$ cat src/design/eaei_defs.svh
// Offsets, bit positions, masks and reset values of the alarm interrupt block.
// Assumes a byte-wide register port with a 16-bit address.
`ifndef EAEI_DEFS_SVH
`define EAEI_DEFS_SVH

// ----------------------------------------------------------------------------
// Port widths
// ----------------------------------------------------------------------------
`define EAEI_ADDR_W 16
`define EAEI_DATA_W 8
`define EAEI_CRIT_W 3

// ----------------------------------------------------------------------------
// Register offsets
// ----------------------------------------------------------------------------
`define EAEI_OFS_BLK_STATUS 16'h0b00
`define EAEI_OFS_BLK_ENABLE 16'h0b01
`define EAEI_OFS_EVT_STATUS 16'h0b02
`define EAEI_OFS_EVT_ENABLE 16'h0b03
`define EAEI_OFS_FRM_CTRL 16'h010b

// ----------------------------------------------------------------------------
// Bit positions
// ----------------------------------------------------------------------------
`define EAEI_BIT_YEL_CHG 0
`define EAEI_BIT_AIS_CHG 1
`define EAEI_BIT_OOF_CHG 2
`define EAEI_BIT_LCV 3
`define EAEI_BIT_LOS_STATE 4
`define EAEI_BIT_MYEL_CHG 5
`define EAEI_BIT_AIS_STATE 6
`define EAEI_BIT_OOF_STATE 7
`define EAEI_BIT_YEL_LIVE 7
`define EAEI_BIT_ALARM_BLK 1
`define EAEI_CRIT_HI 2
`define EAEI_CRIT_LO 0

// ----------------------------------------------------------------------------
// Masks and reset values
// ----------------------------------------------------------------------------
`define EAEI_FLAG_MASK 8'h2f
`define EAEI_EN_RW_MASK 8'h3f
`define EAEI_BYTE_ZERO 8'h00
`define EAEI_CRIT_ZERO 3'h0
`define EAEI_THR_ONE 4'h1
`define EAEI_CNT_ZERO 3'h0
`define EAEI_CNT_STEP 4'h1

`endif

$ cat src/design/eaei_pkg.sv
// Types shared by the alarm interrupt block and its yellow alarm detector.
// Assumes eaei_defs.svh is on the include path.
`include "eaei_defs.svh"

package eaei_pkg;

    // ------------------------------------------------------------------------
    // Yellow alarm detector
    // ------------------------------------------------------------------------
    // Clear, clear with one A bit seen, declared, declared with one zero seen
    typedef enum logic [1:0] {YEL_CLEAR, YEL_CLEAR_ONE, YEL_SET, YEL_SET_ZERO} eaei_yel_e;

    // Whole state of the detector
    typedef struct packed {
        eaei_yel_e state; // Filter state
        logic live;       // Alarm currently declared
        logic change;     // One-cycle pulse on declare or clear
    } eaei_yel_s;

    // ------------------------------------------------------------------------
    // Top level
    // ------------------------------------------------------------------------
    // Whole state of the interrupt block
    typedef struct packed {
        logic [`EAEI_DATA_W-1:0] flags;  // Sticky event flags
        logic [`EAEI_DATA_W-1:0] evt_en; // Source-level enables
        logic blk_en;                    // Block-level enable
        logic [`EAEI_CRIT_W-1:0] crit;   // Frame loss criteria
        logic [`EAEI_CRIT_W-1:0] err_cnt; // Consecutive errored patterns
        logic oof;                       // Out-of-frame declared
        logic ais_prev;                  // Last sampled alarm signal state
        logic myel_prev;                 // Last sampled multiframe alarm state
        logic [`EAEI_DATA_W-1:0] rdata;  // Read data register
        logic irq;                       // Interrupt output register
    } eaei_top_s;

endpackage : eaei_pkg

$ cat src/design/eaei_yel_detect.sv
// Remote yellow alarm filter over the A bit of non-alignment frames.
// Assumes one frame_valid pulse per non-alignment frame with a_bit beside it.
`include "eaei_defs.svh"

module eaei_yel_detect
(
    input logic clk,
    input logic rst,
    input logic frame_valid,
    input logic a_bit,
    output logic live,
    output logic change
);

    // Registered state and its next value
    eaei_pkg::eaei_yel_s s_r;
    eaei_pkg::eaei_yel_s s_nxt;

    // ------------------------------------------------------------------------
    // Filter: two equal A bits in a row move the alarm
    // ------------------------------------------------------------------------
    always_comb
    begin
        s_nxt = s_r;
        s_nxt.change = 1'b0;
        if (frame_valid)
        begin
            case (s_r.state)
                eaei_pkg::YEL_CLEAR:
                    s_nxt.state = a_bit ? eaei_pkg::YEL_CLEAR_ONE : eaei_pkg::YEL_CLEAR;
                eaei_pkg::YEL_CLEAR_ONE:
                begin
                    // Second one in a row declares the alarm
                    if (a_bit)
                    begin
                        s_nxt.state = eaei_pkg::YEL_SET;
                        s_nxt.live = 1'b1;
                        s_nxt.change = 1'b1;
                    end
                    else
                    begin
                        s_nxt.state = eaei_pkg::YEL_CLEAR;
                    end
                end
                eaei_pkg::YEL_SET:
                    s_nxt.state = a_bit ? eaei_pkg::YEL_SET : eaei_pkg::YEL_SET_ZERO;
                default:
                begin
                    // Second zero in a row clears the alarm
                    if (!a_bit)
                    begin
                        s_nxt.state = eaei_pkg::YEL_CLEAR;
                        s_nxt.live = 1'b0;
                        s_nxt.change = 1'b1;
                    end
                    else
                    begin
                        s_nxt.state = eaei_pkg::YEL_SET;
                    end
                end
            endcase
        end
    end

    // State register
    always_ff @(posedge clk or posedge rst)
    begin
        if (rst)
            s_r <= '0;
        else
            s_r <= s_nxt;
    end

    assign live = s_r.live;
    assign change = s_r.change;

    // ------------------------------------------------------------------------
    // Checks
    // ------------------------------------------------------------------------
    a_yel_declare_two: assert property (
        @(posedge clk) disable iff (rst)
        (s_r.state == eaei_pkg::YEL_CLEAR_ONE && frame_valid && a_bit) |=> live && change)
        else $error("yellow alarm not declared after two ones");

    a_yel_rise_cause: assert property (
        @(posedge clk) disable iff (rst)
        $rose(live) |-> $past(frame_valid && a_bit && s_r.state == eaei_pkg::YEL_CLEAR_ONE))
        else $error("yellow alarm declared without two ones");

endmodule : eaei_yel_detect

$ cat src/design/eaei_top.sv
// Alarm and error interrupt block of the E1 receive framer.
// Assumes a byte register port with read data one cycle after the strobe,
// and event inputs synchronous to REF_CLK.
//
// Implementation choice: the plain strobed port.
`include "eaei_defs.svh"

// Operation
// Line violation sets status bit three
// Event flags hold until status read; a write of ones to the status register also clears them
// Frame loss change sets bit two
// Frame loss after programmed errored patterns
// Alarm signal change sets bit one
// Remote alarm change sets bit zero
// Remote alarm needs two equal A bits
// Enable bit seven shows live remote alarm
// Enable bit five gates multiframe alarm
// Software keeps enable bit four zero
// Enable bit three gates line violation
// Enable bit two gates frame loss
// Enable bit one gates alarm signal
// Enable bit zero gates remote alarm
// Block status bit one shows pending
// Block enable bit one masks group
// Request is OR of flag-enable terms
// Event beside clearing read stays latched
module eaei_top
(
    input logic REF_CLK,
    input logic RST,
    input logic [`EAEI_ADDR_W-1:0] ADDR,
    input logic [`EAEI_DATA_W-1:0] WDATA,
    input logic WR,
    input logic RD,
    output logic [`EAEI_DATA_W-1:0] RDATA,
    output logic IRQ,
    input logic LCV_DETECT,
    input logic FAS_CHECK,
    input logic FAS_ERROR,
    input logic NFAS_FRAME,
    input logic NFAS_A_BIT,
    input logic RX_AIS_STATE,
    input logic RX_MYEL_STATE,
    input logic RX_LOS_STATE,
    output logic OOF_STATE,
    output logic YEL_STATE
);

    // ------------------------------------------------------------------------
    // Declarations
    // ------------------------------------------------------------------------
    eaei_pkg::eaei_top_s s_r;                 // Registered state
    eaei_pkg::eaei_top_s s_nxt;               // Next state
    logic yel_live;                           // Remote alarm declared
    logic yel_change;                         // Remote alarm moved
    logic ais_change;                         // Alarm signal moved
    logic myel_change;                        // Multiframe alarm moved
    logic oof_change;                         // Frame loss moved
    logic [`EAEI_DATA_W-1:0] set_vec;         // Flags set this cycle
    logic [`EAEI_DATA_W-1:0] clr_vec;         // Flags cleared this cycle
    logic [`EAEI_DATA_W-1:0] evt_rd_view;     // Status register as read
    logic [`EAEI_DATA_W-1:0] en_rd_view;      // Enable register as read
    logic [`EAEI_DATA_W-1:0] blk_rd_view;     // Block status as read
    logic [`EAEI_DATA_W-1:0] blk_en_view;     // Block enable as read
    logic [`EAEI_DATA_W-1:0] frm_rd_view;     // Framing control as read
    logic [`EAEI_CRIT_W:0] thresh;            // Errored patterns to declare
    logic [`EAEI_CRIT_W:0] cnt_inc;           // Count after one more error
    logic pending;                            // Any unmasked flag set
    logic pending_nxt;                        // Same, from next state
    logic rd_evt;                             // Read of the status register
    logic wr_evt;                             // Write to the status register

    // ------------------------------------------------------------------------
    // Remote alarm detector
    // ------------------------------------------------------------------------
    eaei_yel_detect u_yel
    (
        .clk(REF_CLK),
        .rst(RST),
        .frame_valid(NFAS_FRAME),
        .a_bit(NFAS_A_BIT),
        .live(yel_live),
        .change(yel_change)
    );

    // ------------------------------------------------------------------------
    // Event and register views
    // ------------------------------------------------------------------------
    // Edge detectors, access decode and read views of the registers
    always_comb
    begin
        // Level inputs move either way: both edges count
        ais_change = RX_AIS_STATE ^ s_r.ais_prev;
        myel_change = RX_MYEL_STATE ^ s_r.myel_prev;
        rd_evt = RD && (ADDR == `EAEI_OFS_EVT_STATUS);
        wr_evt = WR && (ADDR == `EAEI_OFS_EVT_STATUS);
        // Group request is the OR of every flag with its enable
        pending = |(s_r.flags & s_r.evt_en & `EAEI_FLAG_MASK);
        // Status view: live states beside the sticky flags
        evt_rd_view = s_r.flags & `EAEI_FLAG_MASK;
        evt_rd_view[`EAEI_BIT_OOF_STATE] = s_r.oof;
        evt_rd_view[`EAEI_BIT_AIS_STATE] = RX_AIS_STATE;
        evt_rd_view[`EAEI_BIT_LOS_STATE] = RX_LOS_STATE;
        // Enable view: bit seven is the live remote alarm, six reads zero
        en_rd_view = s_r.evt_en & `EAEI_EN_RW_MASK;
        en_rd_view[`EAEI_BIT_YEL_LIVE] = yel_live;
        // Block status shows the pending group request
        blk_rd_view = `EAEI_BYTE_ZERO;
        blk_rd_view[`EAEI_BIT_ALARM_BLK] = pending;
        blk_en_view = `EAEI_BYTE_ZERO;
        blk_en_view[`EAEI_BIT_ALARM_BLK] = s_r.blk_en;
        frm_rd_view = `EAEI_BYTE_ZERO;
        frm_rd_view[`EAEI_CRIT_HI:`EAEI_CRIT_LO] = s_r.crit;
        // A zero criteria is taken as one errored pattern
        thresh = {1'b0, s_r.crit};
        if (s_r.crit == `EAEI_CRIT_ZERO)
        begin
            thresh = `EAEI_THR_ONE;
        end
        cnt_inc = {1'b0, s_r.err_cnt} + `EAEI_CNT_STEP;
    end

    // ------------------------------------------------------------------------
    // Next state
    // ------------------------------------------------------------------------
    // Frame loss tracking, flag update, register writes and read data
    always_comb
    begin
        s_nxt = s_r;
        oof_change = 1'b0;
        s_nxt.ais_prev = RX_AIS_STATE;
        s_nxt.myel_prev = RX_MYEL_STATE;

        // Frame loss: consecutive errored alignment patterns
        if (FAS_CHECK)
        begin
            if (FAS_ERROR)
            begin
                if (!s_r.oof)
                begin
                    // Declare once the programmed count is reached
                    if (cnt_inc >= thresh)
                    begin
                        s_nxt.oof = 1'b1;
                        s_nxt.err_cnt = `EAEI_CNT_ZERO;
                        oof_change = 1'b1;
                    end
                    else
                    begin
                        s_nxt.err_cnt = cnt_inc[`EAEI_CRIT_W-1:0];
                    end
                end
            end
            else
            begin
                // A good pattern breaks the run and ends frame loss
                s_nxt.err_cnt = `EAEI_CNT_ZERO;
                if (s_r.oof)
                begin
                    s_nxt.oof = 1'b0;
                    oof_change = 1'b1;
                end
            end
        end

        // Events that set flags
        set_vec = `EAEI_BYTE_ZERO;
        // Line violation latches whatever its enable
        set_vec[`EAEI_BIT_LCV] = LCV_DETECT;
        // Frame loss change, gated by its enable
        set_vec[`EAEI_BIT_OOF_CHG] = oof_change && s_r.evt_en[`EAEI_BIT_OOF_CHG];
        // Alarm signal change, gated by its enable
        set_vec[`EAEI_BIT_AIS_CHG] = ais_change && s_r.evt_en[`EAEI_BIT_AIS_CHG];
        // Remote alarm change, gated by its enable
        set_vec[`EAEI_BIT_YEL_CHG] = yel_change && s_r.evt_en[`EAEI_BIT_YEL_CHG];
        // Multiframe alarm change, gated by its enable
        set_vec[`EAEI_BIT_MYEL_CHG] = myel_change && s_r.evt_en[`EAEI_BIT_MYEL_CHG];

        // Clearing: a read clears all flags, a write clears the ones written
        clr_vec = `EAEI_BYTE_ZERO;
        if (rd_evt)
        begin
            clr_vec = `EAEI_FLAG_MASK;
        end
        else if (wr_evt)
        begin
            clr_vec = WDATA & `EAEI_FLAG_MASK;
        end

        // Set wins over clear in the same cycle
        s_nxt.flags = ((s_r.flags & ~clr_vec) | set_vec) & `EAEI_FLAG_MASK;

        // Register writes
        if (WR)
        begin
            if (ADDR == `EAEI_OFS_BLK_ENABLE)
            begin
                s_nxt.blk_en = WDATA[`EAEI_BIT_ALARM_BLK];
            end
            else if (ADDR == `EAEI_OFS_EVT_ENABLE)
            begin
                // Bits five to zero store; seven and six ignore writes
                s_nxt.evt_en = WDATA & `EAEI_EN_RW_MASK;
            end
            else if (ADDR == `EAEI_OFS_FRM_CTRL)
            begin
                s_nxt.crit = WDATA[`EAEI_CRIT_HI:`EAEI_CRIT_LO];
            end
        end

        // Read data stands only in the cycle after the strobe
        s_nxt.rdata = `EAEI_BYTE_ZERO;
        if (RD)
        begin
            if (ADDR == `EAEI_OFS_BLK_STATUS)
            begin
                s_nxt.rdata = blk_rd_view;
            end
            else if (ADDR == `EAEI_OFS_BLK_ENABLE)
            begin
                s_nxt.rdata = blk_en_view;
            end
            else if (ADDR == `EAEI_OFS_EVT_STATUS)
            begin
                s_nxt.rdata = evt_rd_view;
            end
            else if (ADDR == `EAEI_OFS_EVT_ENABLE)
            begin
                s_nxt.rdata = en_rd_view;
            end
            else if (ADDR == `EAEI_OFS_FRM_CTRL)
            begin
                s_nxt.rdata = frm_rd_view;
            end
        end

        // Interrupt output from the next state, masked at block level
        pending_nxt = |(s_nxt.flags & s_nxt.evt_en & `EAEI_FLAG_MASK);
        s_nxt.irq = s_nxt.blk_en && pending_nxt;
    end

    // ------------------------------------------------------------------------
    // State register
    // ------------------------------------------------------------------------
    // Every bit clears under reset
    always_ff @(posedge REF_CLK or posedge RST)
    begin
        if (RST)
            s_r <= '0;
        else
            s_r <= s_nxt;
    end

    // ------------------------------------------------------------------------
    // Outputs
    // ------------------------------------------------------------------------
    assign RDATA = s_r.rdata;
    assign IRQ = s_r.irq;
    assign OOF_STATE = s_r.oof;
    assign YEL_STATE = yel_live;

    // ------------------------------------------------------------------------
    // Checks
    // ------------------------------------------------------------------------
    a_lcv_flag_set: assert property (
        @(posedge REF_CLK) disable iff (RST)
        LCV_DETECT |=> s_r.flags[`EAEI_BIT_LCV])
        else $error("line violation did not set its flag");

    a_read_clears_flags: assert property (
        @(posedge REF_CLK) disable iff (RST)
        (rd_evt && set_vec == `EAEI_BYTE_ZERO) |=> s_r.flags == `EAEI_BYTE_ZERO)
        else $error("status read did not clear the flags");

    a_flags_hold_set: assert property (
        @(posedge REF_CLK) disable iff (RST)
        (!rd_evt && !wr_evt) |=> ((s_r.flags & $past(s_r.flags)) == $past(s_r.flags)))
        else $error("flag dropped without a clear");

    a_oof_flag_set: assert property (
        @(posedge REF_CLK) disable iff (RST)
        (oof_change && s_r.evt_en[`EAEI_BIT_OOF_CHG]) |=> s_r.flags[`EAEI_BIT_OOF_CHG])
        else $error("frame loss change not latched");

    a_oof_declare_count: assert property (
        @(posedge REF_CLK) disable iff (RST)
        (FAS_CHECK && FAS_ERROR && !s_r.oof && cnt_inc >= thresh) |=> OOF_STATE)
        else $error("frame loss not declared at the programmed count");

    a_oof_rise_cause: assert property (
        @(posedge REF_CLK) disable iff (RST)
        $rose(OOF_STATE) |-> $past(FAS_CHECK && FAS_ERROR && cnt_inc >= thresh))
        else $error("frame loss declared early");

    a_ais_flag_set: assert property (
        @(posedge REF_CLK) disable iff (RST)
        (ais_change && s_r.evt_en[`EAEI_BIT_AIS_CHG]) |=> s_r.flags[`EAEI_BIT_AIS_CHG])
        else $error("alarm signal change not latched");

    a_yel_flag_set: assert property (
        @(posedge REF_CLK) disable iff (RST)
        (yel_change && s_r.evt_en[`EAEI_BIT_YEL_CHG]) |=> s_r.flags[`EAEI_BIT_YEL_CHG])
        else $error("remote alarm change not latched");

    a_yel_live_read: assert property (
        @(posedge REF_CLK) disable iff (RST)
        (RD && ADDR == `EAEI_OFS_EVT_ENABLE) |=> RDATA[`EAEI_BIT_YEL_LIVE] == $past(yel_live))
        else $error("enable read does not show the live remote alarm");

    a_myel_flag_gate: assert property (
        @(posedge REF_CLK) disable iff (RST)
        (myel_change && !s_r.evt_en[`EAEI_BIT_MYEL_CHG] && !s_r.flags[`EAEI_BIT_MYEL_CHG])
        |=> !s_r.flags[`EAEI_BIT_MYEL_CHG])
        else $error("disabled multiframe alarm change latched");

    a_blk_status_read: assert property (
        @(posedge REF_CLK) disable iff (RST)
        (RD && ADDR == `EAEI_OFS_BLK_STATUS) |=> RDATA[`EAEI_BIT_ALARM_BLK] == $past(pending))
        else $error("block status does not show the pending request");

    a_irq_level_tie: assert property (
        @(posedge REF_CLK) disable iff (RST)
        ##1 IRQ == (s_r.blk_en && pending))
        else $error("interrupt output disagrees with flags and enables");

    a_irq_follows_lcv: assert property (
        @(posedge REF_CLK) disable iff (RST)
        (LCV_DETECT && s_r.evt_en[`EAEI_BIT_LCV] && s_r.blk_en && !WR) |=> IRQ)
        else $error("enabled line violation did not raise the interrupt");

    a_blk_mask_irq: assert property (
        @(posedge REF_CLK) disable iff (RST)
        (!s_r.blk_en && !WR) |=> !IRQ)
        else $error("interrupt raised while the group is masked");

    a_oof_clear_flag: assert property (
        @(posedge REF_CLK) disable iff (RST)
        (FAS_CHECK && !FAS_ERROR && s_r.oof && s_r.evt_en[`EAEI_BIT_OOF_CHG])
        |=> !OOF_STATE && s_r.flags[`EAEI_BIT_OOF_CHG])
        else $error("frame loss clear not latched");

    a_set_wins_clear: assert property (
        @(posedge REF_CLK) disable iff (RST)
        (rd_evt && LCV_DETECT) |=> s_r.flags[`EAEI_BIT_LCV] ##1 1'b1)
        else $error("event lost beside a clearing read");

endmodule : eaei_top

$ cat config.mk
export PLATFORM = sky130hd
export DESIGN_NAME = eaei_top
export DESIGN_NICKNAME = d
export VERILOG_FILES = /design/src/design/eaei_pkg.sv /design/src/design/eaei_yel_detect.sv /design/src/design/eaei_top.sv
export VERILOG_INCLUDE_DIRS = /design/src /design/src/design
export SDC_FILE = /design/constraint.sdc
export NUM_CORES = 1
export LEC_CHECK = 0
export BUFFER_PORTS_ARGS = -buffer_cell sky130_fd_sc_hd__buf_2
export CAP_MARGIN = 25
export CORE_MARGIN = 4
export CORE_UTILIZATION = 25
export DETAILED_ROUTE_END_ITERATION = 10
export PLACE_DENSITY = 0.45
export SYNTH_ARGS = -nofsm -noshare
export SYNTH_HDL_FRONTEND = slang
export SYNTH_SLANG_ARGS = --single-unit
$ cat constraint.sdc
create_clock -name REF_CLK -period 2.5 [get_ports REF_CLK]
set_clock_uncertainty 0.1 [all_clocks]
set_input_delay 0.5 -clock REF_CLK [delete_from_list [all_inputs] [get_ports REF_CLK]]
set_output_delay 0.5 -clock REF_CLK [all_outputs]
set_load 0.05 [all_outputs]
* Word-level counts from Yosys, hierarchy flattened *
Cells that the tools add are included.

word-level totals
  output and inout bits = 11
  bits in registers = 36
  bits of input ports = 36
  word-level logic and storage cells = 82

cells by class
  equal/unequal tests = 10
  reductions and logical operators = 15
  add/subtract/negate cells = 1
  bitwise operators = 10
  muxes and demuxes = 32
  $lt $le $gt $ge = 1

operators with widths
  operator              number
  $eq 16x12->1 const B  4
  $mux 8                7
  $and 6x6->6           3
  $mux 3                6
  $eq 16x9->1 const B   1
  $mux 12               1
  $mux 6                2
  $reduce_or 5->1       2
  $mux 1                9
  $mux 4                2
  $pmux 2 s2            2
  $reduce_and 4->1      2
  $logic_and 1x1->1     7
  $mux 2                3
  $not 6->6             1
  $or 6x6->6            1
  $add 3x1->4 const B   1
  $ge 4x3->1            1
  $ne 2x2->1 const B    2
  $logic_not 3->1       1
  $not 1->1             3
  $eq 2x1->1 const B    1
  $eq 2x2->1 const B    1
  $logic_not 2->1       1
  other kinds (4)       5

* Longest topological paths before layout *
  word-level depth = 12
  mapped depth = 8
  gate-level depth less buffers = 8

* Modules after synthesis *
Synthesis repeated with hierarchy kept, for this count alone.

unflattened totals
  cells, all modules = 171
  area total of the unflattened synthesis = 1829.3 um2

modules (own cells, without submodules)
  module           seq. area each (um2)  times used  area an instance (um2)  cells each
  eaei_top         750.7                 1           1611.5                  152
  eaei_yel_detect  100.1                 1           217.7                   19

* Worst setup path after synthesis *
Ideal clock, no wire load.

  kind = reg2reg
  from = reg s_r[12] (netlist name)
  to = reg s_r (netlist bit IRQ)
  stages on the path, launching flop included = 9
  required time = 2.267 ns
  clock period less this slack = 2.144 ns
  setup time = 0.133 ns
  path buffers = 0
  setup slack = 0.356 ns
  data arrival time = 1.911 ns
  cells stage by stage = dfrtp_1 -> ha_1 -> xor2_1 -> ha_1 -> a311o_1 -> a21oi_1 -> o21ai_0 -> a222oi_1 -> a31oi_1

RTL lines
  element                   line             RTL
  start: declaration        eaei_top.sv:52   eaei_pkg::eaei_top_s s_r;
  start signal: assignment  eaei_top.sv:251  s_r <= s_nxt;

==> summary.txt <==
Floorplanning
  • Starting Density: between 20 and 30%
  • # rows: 31
  • Core box area: about 7200 um2
  • IO Count: 47
  • Die Area: ~8900 um2
  • Horiz. Die Dim: roughly 94 um
  • Height of the die: ~94 um

Setup path
  • Worst path cell trace: ha_1, xor2_1, ha_1, a311o_1, a21oi_1, o21ai_0, a222oi_1, a31oi_1
  • Reg-to-reg slack, setup: between 0.2 and 0.25 ns
  • Reg2Reg Depth: 8
  • Startpoint types: flip-flop
  • R2R Path End: IRQ
  • Critical Path RT: roughly 2.6 ns
  • Crit path from: s_r[12]
  • Crit path max fanout: 5
  • Critical-path top delay cell: dfrtp_1
  • Setup CP Type: flip-flop to flip-flop
  • Data arrival, critical path: approximately 2.4 ns
  • FF-to-FF Start: s_r[12]
  • Most frequent CP cell: ha_1
  • Largest stage delay, worst path: around 0.43 ns
  • Crit end category: flip-flop

Global routing
  • Global Route Usage Sum: about a tenth
  • Grt ovf: 0
  • Antenna violations before repair: 0
  • Number of global-route vias before repair: around 1400
  • First-pass GRT wire length: just under 7000 um
  • Largest net degree at the start of global routing: 35

Synth
  • Yosys warning count: 0
  • Synth Area per Inst: ~11 um2
  • Largest cells by area after synthesis: dfrtp_1, mux2_2, nand2_1
  • Area leader, netlist: dfrtp_1
  • Yosys cell types: 44
  • Share of Yosys cell area claimed by the top area cell type: 45.85%
  • Async SR Flop Fraction: 100.0%
  • Synth Flop Type: dfrtp_1
  • Synthesized flop and latch total: 34
  • Most frequent cell after synthesis: dfrtp_1
  • Post-synth EDFFs: 0
  • Commonest cells post-synth: dfrtp_1, nand2_1, nor2_1
  • Fraction of the yosys area taken by sequential cells: 45.85%
  • Post-synthesis instance total: 176
  • Synthesized area: 1856 um2
  • Synth Net Count: around 220

Timing
  • Final min period: roughly 2.3 ns
  • Final Setup Violations: 0
  • Fin worst setup slack: 0.2159 ns
  • Final period util: 91.36%
  • Slew Limit Fails: 0
  • Relative slew slack: a little over two thirds
  • Hold Slack: 0.1978 ns
  • RSZ-0062 raised after global routing: no
  • Fmax achieved: ~440 MHz
  • Setup tns final: 0 ns
  • Worst-Margin Slew: approximately 0.45 ns
  • Final Hold Fails: 0

Route
  • Routed WL per cell: approximately 13 um
  • Antenna-violating nets left: 0
  • DR pass1 iterations: 4
  • Via count: 1404
  • Number of remaining DRC errors: 0
  • Via density: 4.374
  • DR iter-0 viols: around 120
  • DRT Wirelength: 4270 um

Clock network
  • CTS tree: done
  • TritonCTS Buffers: 5
  • Cts hold-fix bufs: 0
  • Clock buffer depth: 2
  • Setup Fix Bufs, Post-CTS: 0
  • Post-cts repair resize count: 0
  • Worst-path clk slew: 0.08 ns
  • H-tree levels: 2
  • CTS sink count: 34
  • Clk Latency, worst-skew pair: a little under 0.3 ns
  • CTS root buf: clkbuf_8

Placement
  • Place WS: 0.1164 ns
  • GP Congestion: roughly 0.7
  • Detailed-placement wirelength estimate: 3303 um
  • I/O Buffers: 44

Power
  • Clock network power share: about a third
  • Comb power frac: between 10% and 20%
  • Int Power: about 900 uW
  • Switching power: roughly 350 uW
  • Switching share of power: between 20% and 30%
  • Final total power: around 1.2 mW
  • Static Leak: roughly 1.1 nW
  • Power density cells: around 550 nW/um2
  • Peak VDD IR: 194.7 uV
  • Flop pwr share: between 40% and 50%

Job
  • # Max-Cap Violations: 0

Finish
  • Antenna Cells: 0
  • Fraction of final layout cells sized beyond drive strength 1: between 30% and 40%
  • Fill count: 780
  • Final #Nets: ~260
  • Layout area overhead: 20.23%

Worst hold path
  • Hold Crit Class: input pin to asynchronous set/reset pin

Outcome
  • Status: complete, no violations
layer usage:
layer / GRT usage, % / part of all wire [%]
met5: 0 / 0
met4: 3.971 / 2.0
met3: 2.484 / 4.3
met2: 15.60 / 48
met1: 13.70 / 46
power by group through the flow:
stage | clock, mW | combinational [mW] | sequential (mW)
finish | 0.431 | 0.183 | 0.609
floorplan | 0 | 0.0900 | 0.645
global route | 0.471 | 0.204 | 0.613
global placement | 0 | 0.185 | 0.620
CTS | 0.453 | 0.187 | 0.610
detailed placement | 0 | 0.187 | 0.621
worst max path at each step:
stage	slack (ns)	cells past startpoint	to
floorplan	0.36	8	IRQ
global placement	0.13	7	IRQ
global route	0.05	8	IRQ
finish	0.22	8	IRQ
detailed placement	0.12	7	IRQ
CTS	0.18	8	IRQ
kinds of logic after synthesis:
family | share of synthesized area [%]
adder cells (fa/ha/maj) | 3.372
AO/OA/AOI/OAI | 15.37
XOR/XNOR | 2.360
multiplexers | 7.957
flip-flops | 45.85
buffers and inverters | 7.485
AND/OR/NAND/NOR | 17.60
per-stage QoR:
stage | cell area [um2] | util [%] | std cells
CTS | 2231 | 30.92 | 321
detailed placement | 2136 | 29.60 | 313
floorplan | 1856 | - | 176
global placement | 2136 | 29.60 | 313
global route | 2231 | 30.92 | 321
finish | 2231 | 30.92 | 321
registers in the layout (all words and copies together), names as in the netlist, 3 cells and up, named ones only:
name         cells
s_r              5
evt_rd_view      5
RDATA            8
en_rd_view       6
frm_rd_view      3
cell usage in the layout (no fill, tap or decap), types with 2 or more instances in the layout:
| cell | n |
|---|---|
| nor4_4 | 2 |
| nand2b_1 | 3 |
| nand2_1 | 20 |
| buf_2 | 44 |
| dfrtp_1 | 34 |
| o21ai_0 | 11 |
| o221ai_1 | 2 |
| buf_4 | 6 |
| mux2i_1 | 2 |
| xor2_1 | 5 |
| nand3_1 | 5 |
| mux2_2 | 10 |
| o21bai_1 | 2 |
| a21oi_1 | 8 |
| nor2_1 | 14 |
| clkbuf_8 | 6 |
| a22oi_1 | 6 |
| ha_1 | 5 |
| inv_1 | 8 |
| a222oi_1 | 3 |
| o21a_1 | 2 |
| nand4_1 | 2 |
worst max-delay path, delay by kind of cell (launching register included):
family,cells,cell delay [ns]
compound gates,5,1.04
xor+xnor,1,0.17
fa+ha+maj,2,0.42
flops,1,0.43
area by class of cell:
type | count | area (um2) | area share [%]
multi-input combinational | 122 | 865.8 | 38.81
sequential | 34 | 850.8 | 38.14
timing repair buffer | 50 | 265.3 | 11.89
tap | 99 | 123.9 | 5.552
clock buffer | 6 | 82.58 | 3.702
inverter | 8 | 30.03 | 1.346
clock inverter | 2 | 12.51 | 0.5609
(Power assumes the default switching activity.)
